[config.mk]
export PLATFORM = sky130hd
export DESIGN_NAME = pohz_top
export DESIGN_NICKNAME = d
export VERILOG_FILES = /design/src/hdl/pohz_pkg.sv /design/src/hdl/pohz_top.sv /design/src/hdl/pohz_once.sv
export SDC_FILE = /design/constraint.sdc
export NUM_CORES = 1
export LEC_CHECK = 0
export ABC_AREA = 1
export BUFFER_PORTS_ARGS = -buffer_cell sky130_fd_sc_hd__buf_4
export CAP_MARGIN = 10
export CORE_UTILIZATION = 45
export DETAILED_ROUTE_END_ITERATION = 8
export HOLD_SLACK_MARGIN = 0.15
export PLACE_DENSITY_LB_ADDON = 0.08
export SETUP_SLACK_MARGIN = 0.05
export SLEW_MARGIN = 10
export SYNTH_ARGS = -nofsm -noshare
export SYNTH_HDL_FRONTEND = slang
export SYNTH_SLANG_ARGS = --single-unit
[constraint.sdc]
create_clock -name clk_i -period 1.7 [get_ports clk_i]
set_input_delay 0.425 -clock clk_i [delete_from_list [all_inputs] [get_ports clk_i]]
set_output_delay 0.425 -clock clk_i [all_outputs]
set_load 0.05 [all_outputs]
[src/hdl/pohz_pkg.sv]
/*
  Package for the port output high-impedance control block: register
  offsets, field positions, reset values, sampling constants and carriers.
  Assumes a 32-bit classic Wishbone slave port with word-aligned registers.
*/
package pohz_pkg;
  // register byte offsets
  localparam logic [4:0] ADDR_SEC_SHORT = 5'h00;
  localparam logic [4:0] ADDR_CH0_REQ = 5'h04;
  localparam logic [4:0] ADDR_SW_SHUT = 5'h08;
  localparam logic [4:0] ADDR_CH0_PIN = 5'h0C;
  localparam logic [4:0] ADDR_PAIR_EN = 5'h10;
  localparam logic [4:0] ADDR_PRI_STAT = 5'h14;

  // secondary short control/status fields
  localparam int SEC_SHORT_FLAG_BIT = 15;
  localparam int SEC_SHORT_HIZ_BIT = 9;
  localparam int SEC_SHORT_IRQ_BIT = 8;
  // channel-0 request control/status fields
  localparam int CH0_FLAG_BIT = 12;
  localparam int CH0_HIZ_BIT = 9;
  localparam int CH0_IRQ_BIT = 8;
  localparam int CH0_MODE_LSB = 0;
  // software shutdown fields
  localparam int SW_SEC_BIT = 2;
  localparam int SW_CH0_BIT = 1;
  localparam int SW_PRI_BIT = 0;
  // pair enable fields
  localparam int PRI_PAIR_LSB = 12;
  localparam int SEC_PAIR_LSB = 8;
  // primary status register of this block's own layout
  localparam int PRI_SHORT_FLAG_BIT = 15;
  localparam int PRI_SHORT_HIZ_BIT = 9;
  localparam int PRI_FAULT_LSB = 0;

  localparam logic [2:0] PRI_PAIR_RESET = 3'h7;
  localparam logic [2:0] SEC_PAIR_RESET = 3'h7;

  // channel-0 request modes
  typedef enum logic [1:0] {
    POHZ_MODE_EDGE = 2'b00,
    POHZ_MODE_DIV8 = 2'b01,
    POHZ_MODE_DIV16 = 2'b10,
    POHZ_MODE_DIV128 = 2'b11
  } pohz_mode_type;

  // sampling dividers and run length
  localparam logic [6:0] DIV8_LAST = 7'h07;
  localparam logic [6:0] DIV16_LAST = 7'h0F;
  localparam logic [6:0] DIV128_LAST = 7'h7F;
  localparam logic [4:0] LOW_RUN_COUNT = 5'h10;

  // one complementary output pair of a timer, active high
  typedef struct packed {
    logic pos;
    logic neg;
  } pohz_pair_type;

  // wishbone request carrier
  typedef struct packed {
    logic cyc;
    logic stb;
    logic we;
    logic [3:0] sel;
    logic [4:0] adr;
    logic [31:0] dat;
  } pohz_wb_req_type;
endpackage

[src/hdl/pohz_top.sv]
/*
  Output high-impedance control for motor timer pins: fault request pin
  detection, complementary short detection, software shutdown, write-once
  enables and per-pin high-impedance controls behind a Wishbone slave.
  Assumes pin inputs synchronous to clk_i and a single 100 MHz clock.
*/
// What this block does
// - secondary pair both active sets short flag
// - short flag clears by read-1 then write-0
// - short flag with enable requests secondary hiz
// - short flag interrupt only when enabled
// - reserved bits read zero, write zero
// - write-once bits accept the first write only
// - channel-0 pin condition sets fault flag
// - edge mode flag clears by read-write
// - level mode clear waits for sampled high
// - channel-0 hiz enable gates fault flag
// - channel-0 interrupt only when enabled
// - mode 00 accepts falling edge
// - other modes need sixteen low samples
// - software bit shuts secondary pins
// - software bit shuts channel-0 pins
// - software bit shuts primary pins
// - per-pin enables gate channel-0 shutdown
// - primary pair enables compare and shut
// - disabled pair neither compares nor shuts
// - secondary pair enables shut on any cause
// - channel-0 pin hiz equation
`timescale 1ns/1ps
module pohz_top (
  input wire logic clk_i,
  input wire logic rst_i,
  input wire logic ce_i,
  input wire logic wb_cyc_i,
  input wire logic wb_stb_i,
  input wire logic wb_we_i,
  input wire logic [3:0] wb_sel_i,
  input wire logic [4:0] wb_adr_i,
  input wire logic [31:0] wb_dat_i,
  output logic [31:0] wb_dat_o,
  output logic wb_ack_o,
  input wire logic channel0_request_pin_n_i,
  input wire logic [3:0] primary_fault_i,
  input wire logic [3:0] secondary_fault_i,
  input wire pohz_pkg::pohz_pair_type [2:0] primary_pairs_i,
  input wire pohz_pkg::pohz_pair_type [2:0] secondary_pairs_i,
  output logic [2:0] primary_pair_hiz_o,
  output logic [2:0] secondary_pair_hiz_o,
  output logic [3:0] channel0_pin_hiz_o,
  output logic secondary_short_irq_o,
  output logic channel0_fault_irq_o
);
  pohz_pkg::pohz_wb_req_type req;
  logic access;
  logic wr;
  logic rd;
  logic wr_lo;
  logic wr_hi;
  logic ack_ff;
  logic [31:0] rdata;

  logic secondary_short_flag_ff;
  logic primary_short_flag_ff;
  logic channel0_fault_flag_ff;
  logic [3:0] primary_fault_flag_ff;
  logic [3:0] secondary_fault_flag_ff;
  logic secondary_short_irq_enable_ff;
  logic channel0_fault_irq_enable_ff;
  logic sw_secondary_shutdown_ff;
  logic sw_channel0_shutdown_ff;
  logic sw_primary_shutdown_ff;
  // read-1 markers, set when software has seen a flag at 1
  logic sec_short_seen_ff;
  logic pri_short_seen_ff;
  logic ch0_seen_ff;
  logic sw_sec_seen_ff;
  logic sw_ch0_seen_ff;
  logic sw_pri_seen_ff;

  logic secondary_short_hiz_enable;
  logic primary_short_hiz_enable;
  logic channel0_fault_hiz_enable;
  logic [1:0] channel0_request_mode;
  logic [3:0] channel0_pin_enable;
  logic [2:0] primary_pair_enable;
  logic [2:0] secondary_pair_enable;

  logic pin_prev_ff;
  logic [6:0] div_cnt_ff;
  logic [4:0] low_run_ff;
  logic high_seen_ff;
  logic [6:0] div_last;
  logic sample_tick;
  logic ch0_event;
  logic sec_short_now;
  logic pri_short_now;
  logic cear_sec_short;
  logic clear_pri_short;
  logic clear_ch0;
  logic pri_cause;
  logic sec_cause;
  logic ch0_cause;

  // bus request packing
  assign req = '{cyc: wb_cyc_i, stb: wb_stb_i, we: wb_we_i, sel: wb_sel_i,
                 adr: wb_adr_i, dat: wb_dat_i};
  assign access = req.cyc && req.stb && !ack_ff && ce_i;
  assign wr = access && req.we;
  assign rd = access && !req.we;
  assign wr_lo = wr && req.sel[0];
  assign wr_hi = wr && req.sel[1];

  // ack one cycle after the request, dropped the cycle after
  always_ff @(posedge clk_i) begin
    if (rst_i) begin
      ack_ff <= 1'b0;
    end else if (ce_i) begin
      ack_ff <= access;
    end
  end
  assign wb_ack_o = ack_ff;

  // write-once fields
  pohz_once #(.W(1)) u_sec_hiz (.clk_i(clk_i), .rst_i(rst_i),
    .wr_i(wr_hi && req.adr == pohz_pkg::ADDR_SEC_SHORT),
    .data_i(req.dat[pohz_pkg::SEC_SHORT_HIZ_BIT]), .value_o(secondary_short_hiz_enable));
  pohz_once #(.W(1)) u_pri_hiz (.clk_i(clk_i), .rst_i(rst_i),
    .wr_i(wr_hi && req.adr == pohz_pkg::ADDR_PRI_STAT),
    .data_i(req.dat[pohz_pkg::PRI_SHORT_HIZ_BIT]), .value_o(primary_short_hiz_enable));
  pohz_once #(.W(1)) u_ch0_hiz (.clk_i(clk_i), .rst_i(rst_i),
    .wr_i(wr_hi && req.adr == pohz_pkg::ADDR_CH0_REQ),
    .data_i(req.dat[pohz_pkg::CH0_HIZ_BIT]), .value_o(channel0_fault_hiz_enable));
  pohz_once #(.W(2)) u_ch0_mode (.clk_i(clk_i), .rst_i(rst_i),
    .wr_i(wr_lo && req.adr == pohz_pkg::ADDR_CH0_REQ),
    .data_i(req.dat[pohz_pkg::CH0_MODE_LSB +: 2]), .value_o(channel0_request_mode));
  pohz_once #(.W(4)) u_ch0_pins (.clk_i(clk_i), .rst_i(rst_i),
    .wr_i(wr_lo && req.adr == pohz_pkg::ADDR_CH0_PIN),
    .data_i(req.dat[3:0]), .value_o(channel0_pin_enable));
  pohz_once #(.W(3), .RESET_VALUE(pohz_pkg::PRI_PAIR_RESET)) u_pri_pairs (
    .clk_i(clk_i), .rst_i(rst_i),
    .wr_i(wr_hi && req.adr == pohz_pkg::ADDR_PAIR_EN),
    .data_i(req.dat[pohz_pkg::PRI_PAIR_LSB +: 3]), .value_o(primary_pair_enable));
  pohz_once #(.W(3), .RESET_VALUE(pohz_pkg::SEC_PAIR_RESET)) u_sec_pairs (
    .clk_i(clk_i), .rst_i(rst_i),
    .wr_i(wr_hi && req.adr == pohz_pkg::ADDR_PAIR_EN),
    .data_i(req.dat[pohz_pkg::SEC_PAIR_LSB +: 3]), .value_o(secondary_pair_enable));

  // plain interrupt enables
  always_ff @(posedge clk_i) begin
    if (rst_i) begin
      secondary_short_irq_enable_ff <= 1'b0;
      channel0_fault_irq_enable_ff <= 1'b0;
    end else if (wr_hi && req.adr == pohz_pkg::ADDR_SEC_SHORT) begin
      secondary_short_irq_enable_ff <= req.dat[pohz_pkg::SEC_SHORT_IRQ_BIT];
    end else if (wr_hi && req.adr == pohz_pkg::ADDR_CH0_REQ) begin
      channel0_fault_irq_enable_ff <= req.dat[pohz_pkg::CH0_IRQ_BIT];
    end
  end

  // short detection only on pairs whose enable is set
  always_comb begin
    sec_short_now = 1'b0;
    pri_short_now = 1'b0;
    for (int i = 0; i < 3; i++) begin
      sec_short_now |= secondary_pair_enable[i] &&
                       secondary_pairs_i[i].pos && secondary_pairs_i[i].neg;
      pri_short_now |= primary_pair_enable[i] &&
                       primary_pairs_i[i].pos && primary_pairs_i[i].neg;
    end
  end

  // a clear needs a prior read of 1 and a written 0; writing 1 does nothing
  assign cear_sec_short = wr_hi && req.adr == pohz_pkg::ADDR_SEC_SHORT &&
                          sec_short_seen_ff && !req.dat[pohz_pkg::SEC_SHORT_FLAG_BIT];
  assign clear_pri_short = wr_hi && req.adr == pohz_pkg::ADDR_PRI_STAT &&
                           pri_short_seen_ff && !req.dat[pohz_pkg::PRI_SHORT_FLAG_BIT];
  // level modes also need a high sample since the flag was set
  assign clear_ch0 = wr_hi && req.adr == pohz_pkg::ADDR_CH0_REQ && ch0_seen_ff &&
                     !req.dat[pohz_pkg::CH0_FLAG_BIT] &&
                     (channel0_request_mode == pohz_pkg::POHZ_MODE_EDGE ||
                      high_seen_ff);

  // short flags: a new short wins over a clear in the same cycle
  always_ff @(posedge clk_i) begin
    if (rst_i) begin
      secondary_short_flag_ff <= 1'b0;
      primary_short_flag_ff <= 1'b0;
    end else if (ce_i) begin
      if (sec_short_now) begin
        secondary_short_flag_ff <= 1'b1;
      end else if (cear_sec_short) begin
        secondary_short_flag_ff <= 1'b0;
      end
      if (pri_short_now) begin
        primary_short_flag_ff <= 1'b1;
      end else if (clear_pri_short) begin
        primary_short_flag_ff <= 1'b0;
      end
    end
  end

  // primary and secondary fault inputs are registered each cycle as level requests, read-only here
  always_ff @(posedge clk_i) begin
    if (rst_i) begin
      primary_fault_flag_ff <= '0;
      secondary_fault_flag_ff <= '0;
    end else if (ce_i) begin
      primary_fault_flag_ff <= primary_fault_i;
      secondary_fault_flag_ff <= secondary_fault_i;
    end
  end

  // divided sampling clock for level modes
  always_comb begin
    unique case (pohz_pkg::pohz_mode_type'(channel0_request_mode))
      pohz_pkg::POHZ_MODE_EDGE: div_last = pohz_pkg::DIV8_LAST;
      pohz_pkg::POHZ_MODE_DIV8: div_last = pohz_pkg::DIV8_LAST;
      pohz_pkg::POHZ_MODE_DIV16: div_last = pohz_pkg::DIV16_LAST;
      pohz_pkg::POHZ_MODE_DIV128: div_last = pohz_pkg::DIV128_LAST;
    endcase
  end
  assign sample_tick = (div_cnt_ff == div_last);

  always_ff @(posedge clk_i) begin
    if (rst_i) begin
      div_cnt_ff <= '0;
    end else if (ce_i) begin
      div_cnt_ff <= sample_tick ? 7'h00 : div_cnt_ff + 7'h01;
    end
  end

  // low-run counter saturates at sixteen consecutive low samples
  always_ff @(posedge clk_i) begin
    if (rst_i) begin
      low_run_ff <= '0;
      pin_prev_ff <= 1'b1;
    end else if (ce_i) begin
      pin_prev_ff <= channel0_request_pin_n_i;
      if (sample_tick) begin
        if (channel0_request_pin_n_i) begin
          low_run_ff <= '0;
        end else if (low_run_ff != pohz_pkg::LOW_RUN_COUNT) begin
          low_run_ff <= low_run_ff + 5'h01;
        end
      end
    end
  end

  // request detection: edge in mode 00, sixteen low samples otherwise
  assign ch0_event = (channel0_request_mode == pohz_pkg::POHZ_MODE_EDGE) ?
                     (pin_prev_ff && !channel0_request_pin_n_i) :
                     (low_run_ff == pohz_pkg::LOW_RUN_COUNT);

  // channel-0 fault flag; set wins over clear
  always_ff @(posedge clk_i) begin
    if (rst_i) begin
      channel0_fault_flag_ff <= 1'b0;
    end else if (ce_i) begin
      if (ch0_event) begin
        channel0_fault_flag_ff <= 1'b1;
      end else if (clear_ch0) begin
        channel0_fault_flag_ff <= 1'b0;
      end
    end
  end

  // remembers a sampled high while the flag stands, for level-mode clears
  always_ff @(posedge clk_i) begin
    if (rst_i) begin
      high_seen_ff <= 1'b0;
    end else if (ce_i) begin
      if (!channel0_fault_flag_ff || ch0_event) begin
        high_seen_ff <= 1'b0;
      end else if (sample_tick && channel0_request_pin_n_i) begin
        high_seen_ff <= 1'b1;
      end
    end
  end

  // software shutdown bits: write 1 sets, write 0 after read 1 clears
  always_ff @(posedge clk_i) begin
    if (rst_i) begin
      sw_secondary_shutdown_ff <= 1'b0;
      sw_channel0_shutdown_ff <= 1'b0;
      sw_primary_shutdown_ff <= 1'b0;
    end else if (wr_lo && req.adr == pohz_pkg::ADDR_SW_SHUT) begin
      if (req.dat[pohz_pkg::SW_SEC_BIT] || sw_sec_seen_ff) begin
        sw_secondary_shutdown_ff <= req.dat[pohz_pkg::SW_SEC_BIT];
      end
      if (req.dat[pohz_pkg::SW_CH0_BIT] || sw_ch0_seen_ff) begin
        sw_channel0_shutdown_ff <= req.dat[pohz_pkg::SW_CH0_BIT];
      end
      if (req.dat[pohz_pkg::SW_PRI_BIT] || sw_pri_seen_ff) begin
        sw_primary_shutdown_ff <= req.dat[pohz_pkg::SW_PRI_BIT];
      end
    end
  end

  // read-1 markers: armed by a read returning 1, consumed by a write there
  always_ff @(posedge clk_i) begin
    if (rst_i) begin
      sec_short_seen_ff <= 1'b0;
      pri_short_seen_ff <= 1'b0;
      ch0_seen_ff <= 1'b0;
      sw_sec_seen_ff <= 1'b0;
      sw_ch0_seen_ff <= 1'b0;
      sw_pri_seen_ff <= 1'b0;
    end else if (access) begin
      if (req.adr == pohz_pkg::ADDR_SEC_SHORT) begin
        sec_short_seen_ff <= rd && secondary_short_flag_ff;
      end
      if (req.adr == pohz_pkg::ADDR_PRI_STAT) begin
        pri_short_seen_ff <= rd && primary_short_flag_ff;
      end
      if (req.adr == pohz_pkg::ADDR_CH0_REQ) begin
        ch0_seen_ff <= rd && channel0_fault_flag_ff;
      end
      if (req.adr == pohz_pkg::ADDR_SW_SHUT) begin
        sw_sec_seen_ff <= rd && sw_secondary_shutdown_ff;
        sw_ch0_seen_ff <= rd && sw_channel0_shutdown_ff;
        sw_pri_seen_ff <= rd && sw_primary_shutdown_ff;
      end
    end
  end

  // read mux; reserved and unmapped bits read as zero
  always_comb begin
    rdata = '0;
    unique case (req.adr)
      pohz_pkg::ADDR_SEC_SHORT: begin
        rdata[pohz_pkg::SEC_SHORT_FLAG_BIT] = secondary_short_flag_ff;
        rdata[pohz_pkg::SEC_SHORT_HIZ_BIT] = secondary_short_hiz_enable;
        rdata[pohz_pkg::SEC_SHORT_IRQ_BIT] = secondary_short_irq_enable_ff;
      end
      pohz_pkg::ADDR_CH0_REQ: begin
        rdata[pohz_pkg::CH0_FLAG_BIT] = channel0_fault_flag_ff;
        rdata[pohz_pkg::CH0_HIZ_BIT] = channel0_fault_hiz_enable;
        rdata[pohz_pkg::CH0_IRQ_BIT] = channel0_fault_irq_enable_ff;
        rdata[pohz_pkg::CH0_MODE_LSB +: 2] = channel0_request_mode;
      end
      pohz_pkg::ADDR_SW_SHUT: begin
        rdata[pohz_pkg::SW_SEC_BIT] = sw_secondary_shutdown_ff;
        rdata[pohz_pkg::SW_CH0_BIT] = sw_channel0_shutdown_ff;
        rdata[pohz_pkg::SW_PRI_BIT] = sw_primary_shutdown_ff;
      end
      pohz_pkg::ADDR_CH0_PIN: rdata[3:0] = channel0_pin_enable;
      pohz_pkg::ADDR_PAIR_EN: begin
        rdata[pohz_pkg::PRI_PAIR_LSB +: 3] = primary_pair_enable;
        rdata[pohz_pkg::SEC_PAIR_LSB +: 3] = secondary_pair_enable;
      end
      pohz_pkg::ADDR_PRI_STAT: begin
        rdata[pohz_pkg::PRI_SHORT_FLAG_BIT] = primary_short_flag_ff;
        rdata[pohz_pkg::PRI_SHORT_HIZ_BIT] = primary_short_hiz_enable;
        rdata[pohz_pkg::PRI_FAULT_LSB +: 4] = primary_fault_flag_ff;
        rdata[pohz_pkg::PRI_FAULT_LSB + 4 +: 4] = secondary_fault_flag_ff;
      end
      default: rdata = '0;
    endcase
  end

  // read data registered alongside ack so it is stable for the master
  always_ff @(posedge clk_i) begin
    if (rst_i) begin
      wb_dat_o <= '0;
    end else if (ce_i) begin
      wb_dat_o <= rd ? rdata : 32'h00000000;
    end
  end

  // high-impedance causes per pin group
  assign pri_cause = (|primary_fault_flag_ff) ||
                     (primary_short_flag_ff && primary_short_hiz_enable) ||
                     sw_primary_shutdown_ff;
  assign sec_cause = (|secondary_fault_flag_ff) ||
                     (secondary_short_flag_ff && secondary_short_hiz_enable) ||
                     sw_secondary_shutdown_ff;
  assign ch0_cause = (channel0_fault_flag_ff && channel0_fault_hiz_enable) ||
                     sw_channel0_shutdown_ff;

  // combinational so a fault tristates pins without extra delay
  assign primary_pair_hiz_o = primary_pair_enable & {3{pri_cause}};
  assign secondary_pair_hiz_o = secondary_pair_enable & {3{sec_cause}};
  assign channel0_pin_hiz_o = channel0_pin_enable & {4{ch0_cause}};

  // level interrupt requests
  assign secondary_short_irq_o = secondary_short_flag_ff &&
                                 secondary_short_irq_enable_ff;
  assign channel0_fault_irq_o = channel0_fault_flag_ff &&
                                channel0_fault_irq_enable_ff;
endmodule

[src/hdl/pohz_once.sv]
/*
  Write-once register field: takes the first write after reset, then holds.
  Assumes the caller gives a one-cycle write strobe already gated by enable.
*/
`timescale 1ns/1ps
module pohz_once #(
  parameter int W = 1,
  parameter logic [W-1:0] RESET_VALUE = '0
) (
  input wire logic clk_i,
  input wire logic rst_i,
  input wire logic wr_i,
  input wire logic [W-1:0] data_i,
  output logic [W-1:0] value_o
);
  logic done_ff;

  // first write loads, later writes are ignored until the next rst_i
  always_ff @(posedge clk_i) begin
    if (rst_i) begin
      value_o <= RESET_VALUE;
      done_ff <= 1'b0;
    end else if (wr_i && !done_ff) begin
      value_o <= data_i;
      done_ff <= 1'b1;
    end
  end
endmodule

==> run metrics <==
post-route standard cell area excluding fillers=4627 um2; type of the tightest min-delay check=in -> reg; via-per-instance ratio=4.968; horizontal extent of the die=91.47 um; total number of yosys warnings=0; net switching power figure=1.016 mW; largest clock skew in the final design=0.01212 ns; TritonCTS clock tree=yes; DRC violations left=0; register bit total from synthesis=74; count of filler cells inserted in the layout=777; share of the clock period used by the worst path=1.076; switching share of total power=0.2591; nature of the critical path endpoint=output port; first-pass GRT wire length=15.45 mm; fraction of final layout cells with drive strength greater than 1=0.2141; clock slew at the register clock pins of the worst setup and hold paths=0.08 ns; area of the die=8367 um2; clock sinks=74; most area-hungry cell type in the Yosys netlist=sky130_fd_sc_hd__dfxtp_1; insertion delay of the later-clocked pin in the worst-skew pair=0.35 ns; critical path fanouts, max=3; worst-case setup margin in the final layout=-0.1295 ns; class of the most critical setup path=reg -> out; residual antenna-violating net count after detailed routing=0; combined global-route utilization of all metal layers=0.2355; number of buffers created by CTS=9; Max Clock Freq=0.5466 GHz; via total after detailed routing=3617; power share of the sequential group=0.455; pwr dens=847.8 nW/um2; status=complete, but fails checks; sequential area share after synthesis=0.4113; CP arrival=1.40 ns; number of standard-cell rows in the floorplan=32; final antenna diode count=0; top-area cell type share of the netlist area=0.4113; area inside the core boundary=7727 um2; Synth Cell Area=3602 um2; final critical path time including I/O delays and setup=1.829 ns; Avg Synthesized Cell Area=6.746 um2; number of DRC violations after detailed-routing iteration 0=226; final-report max-slew violation count=0; number of iterations in the first detailed-routing pass=4; Clk pwr share=0.415; initial antenna violation count=0; relative contribution of combinational cells to total power=0.130; I/O pin total=113; internal cell power=2.906 mW; number of global-route vias before repair=3355; buffers added on ports=72; commonest non-fill, non-tap cells in the layout=133 x sky130_fd_sc_hd__nand2_1, 87 x sky130_fd_sc_hd__buf_4, 75 x sky130_fd_sc_hd__nor2_1; Final GP Congestion=0.8359; Worst VDD drop=0.5535 mV; leading post-synthesis cells by cell area=sky130_fd_sc_hd__dfxtp_1 41%, sky130_fd_sc_hd__nand2_1 14%, sky130_fd_sc_hd__nor2_1 8.3%; Max H-tree Level=3; placed wire-length estimate after detailed placement=6.827 mm; starting density of the core=0.4662; violated checks=setup timing; unrepaired setup endpoints after global routing=yes; most common library cell in the layout ignoring fill and taps=sky130_fd_sc_hd__nand2_1; largest net degree at the start of global routing=32; cells after synthesis=534; instance area at placement=4268 um2; die height=91.47 um; area added between synthesis and finish=28.45%; Worst setup SP type=flop; Setup Slack @ Placement=-0.008424 ns; number of nets at the end of the flow=692; static leakage=2.124 nW; deepest clock path buffer count=2; total grt overflow=0; final number of hold-violating endpoints=0; root buf cell=sky130_fd_sc_hd__clkbuf_8; Maximum Capacitance Violations=0; average detailed-routed wire length per instance=12.69 um; post-detailed-routing wire length=9.241 mm; data required time at the worst endpoint=1.27 ns; number of setup violations in the final report=6; number of unique standard cell types used by synthesis=30
==> area by class of cell <==
type	count	area, um2	share of cell area
clock buffers	11	131.4	0.02839
clock inverters	5	102.6	0.02217
inverters	55	206.4	0.04462
multi-input cells	387	1828	0.3951
flip-flops and latches	74	1490	0.3221
well taps	102	127.6	0.02758
repair buffers	94	740.7	0.1601
==> sequential cells by signal (all words and copies together), names as in the netlist, 2 cells and up <==
register / cells
div_cnt_ff: 7
low_run_ff: 5
primary_fault_flag_ff: 4
secondary_fault_flag_ff: 4
u_ch0_mode.value_o: 2
u_ch0_pins.value_o: 4
u_pri_pairs.value_o: 3
u_sec_pairs.value_o: 3
wb_dat_o: 15
==> final timing paths <==
kind	slack, ns	endpoint	from	depth (start not counted)
max	-0.13	primary_pair_hiz_o[1]	sw_primary_shutdown_ff$_SDFFE_PP0P_	6
min	0.29	primary_fault_flag_ff[2]$_SDFFE_PP0P_	primary_fault_i[2]	3
max reg2reg	0.19	u_pri_pairs.value_o[1]$_SDFFE_PP1P_	wb_ack_o$_SDFFE_PP0P_	8
min reg2reg	0.46	high_seen_ff$_SDFFE_PP0P_	high_seen_ff$_SDFFE_PP0P_	2
==> through the flow <==
step,hold slack (ns),instances,util,TNS (ns),total power [mW]
floorplan,0.4257,550,-,0,2.138
global placement,0.4330,708,0.5523,0,2.301
detailed placement,0.4480,708,0.5523,-0.01148,2.307
CTS,0.2879,726,0.5928,-0.7310,3.943
global route,0.2866,728,0.5988,-1.127,4.078
finish,0.2904,728,0.5988,-0.6621,3.923
==> worst max-delay path, cell delays in order (launching register included) <==
cell	delay, ns
sky130_fd_sc_hd__dfxtp_4	0.35
sky130_fd_sc_hd__nor2_1	0.09
sky130_fd_sc_hd__nand2_1	0.06
sky130_fd_sc_hd__nor4_2	0.17
sky130_fd_sc_hd__buf_4	0.18
sky130_fd_sc_hd__nor2_1	0.05
sky130_fd_sc_hd__buf_6	0.14
==> cells in the mapped netlist <==
cell type / count
sky130_fd_sc_hd__and2_1: 1
sky130_fd_sc_hd__ha_1: 3
sky130_fd_sc_hd__o21bai_1: 1
sky130_fd_sc_hd__buf_4: 17
sky130_fd_sc_hd__buf_1: 1
sky130_fd_sc_hd__nand3_2: 2
sky130_fd_sc_hd__nor3_1: 5
sky130_fd_sc_hd__nand3_1: 55
sky130_fd_sc_hd__xnor2_1: 1
sky130_fd_sc_hd__nand3b_1: 1
sky130_fd_sc_hd__conb_1: 1
sky130_fd_sc_hd__a21oi_1: 41
sky130_fd_sc_hd__nor2_4: 1
sky130_fd_sc_hd__o211ai_1: 1
sky130_fd_sc_hd__nand2_1: 133
sky130_fd_sc_hd__clkbuf_1: 11
sky130_fd_sc_hd__nand4_1: 12
sky130_fd_sc_hd__o21ai_0: 19
sky130_fd_sc_hd__nor2_1: 80
sky130_fd_sc_hd__buf_2: 5
sky130_fd_sc_hd__nand4_4: 1
sky130_fd_sc_hd__nor3_4: 2
sky130_fd_sc_hd__xor2_1: 2
sky130_fd_sc_hd__inv_1: 54
sky130_fd_sc_hd__nor3_2: 1
sky130_fd_sc_hd__nor4_1: 2
sky130_fd_sc_hd__nor2_2: 3
sky130_fd_sc_hd__a31oi_1: 3
sky130_fd_sc_hd__inv_2: 1
sky130_fd_sc_hd__dfxtp_1: 74
==> power groups by stage <==
| stage | combinational [mW] | clock (mW) | sequential, mW |
|---|---|---|---|
| 6_report | 0.509 | 1.63 | 1.78 |
| 2_1_floorplan | 0.319 | 0 | 1.82 |
| 3_3_place_gp | 0.479 | 0 | 1.82 |
| 5_1_grt | 0.544 | 1.75 | 1.79 |
| 3_5_place_dp | 0.484 | 0 | 1.82 |
| 4_1_cts | 0.507 | 1.65 | 1.78 |
==> metal layers <==
layer | global-route usage | vias to the layer above | wire, um | part of all wire
li1 | - | 1849 | - | -
met1 | 0.2973 | 1649 | 4268 | 0.46
met2 | 0.3991 | 105 | 4362 | 0.47
met3 | 0.04523 | 14 | 477 | 0.052
met4 | 0.08201 | 0 | 133 | 0.014
met5 | 0 | - | 0 | 0
==> cell families (layout without fill, tap and decap cells) <==
family,Yosys count,in the layout,synth area share
other,1,17,0.001041
buffers and inverters,89,165,0.1122
adder cells (fa/ha/maj),3,3,0.01042
AO/OA/AOI/OAI,65,65,0.09274
AND/OR/NAND/NOR,299,299,0.3651
XOR/XNOR,3,3,0.007296
flip-flops,74,74,0.4113
==> timing repair <==
item,4_1_cts,5_1_grt
hold buffers,0,0
endpoints found under the hold margin,0,0
pin swaps,0,2
setup buffers,2,2
gates resized for setup,19,5
setup endpoints to repair,10,17
Note: power is estimated with default switching activity, not from simulation.
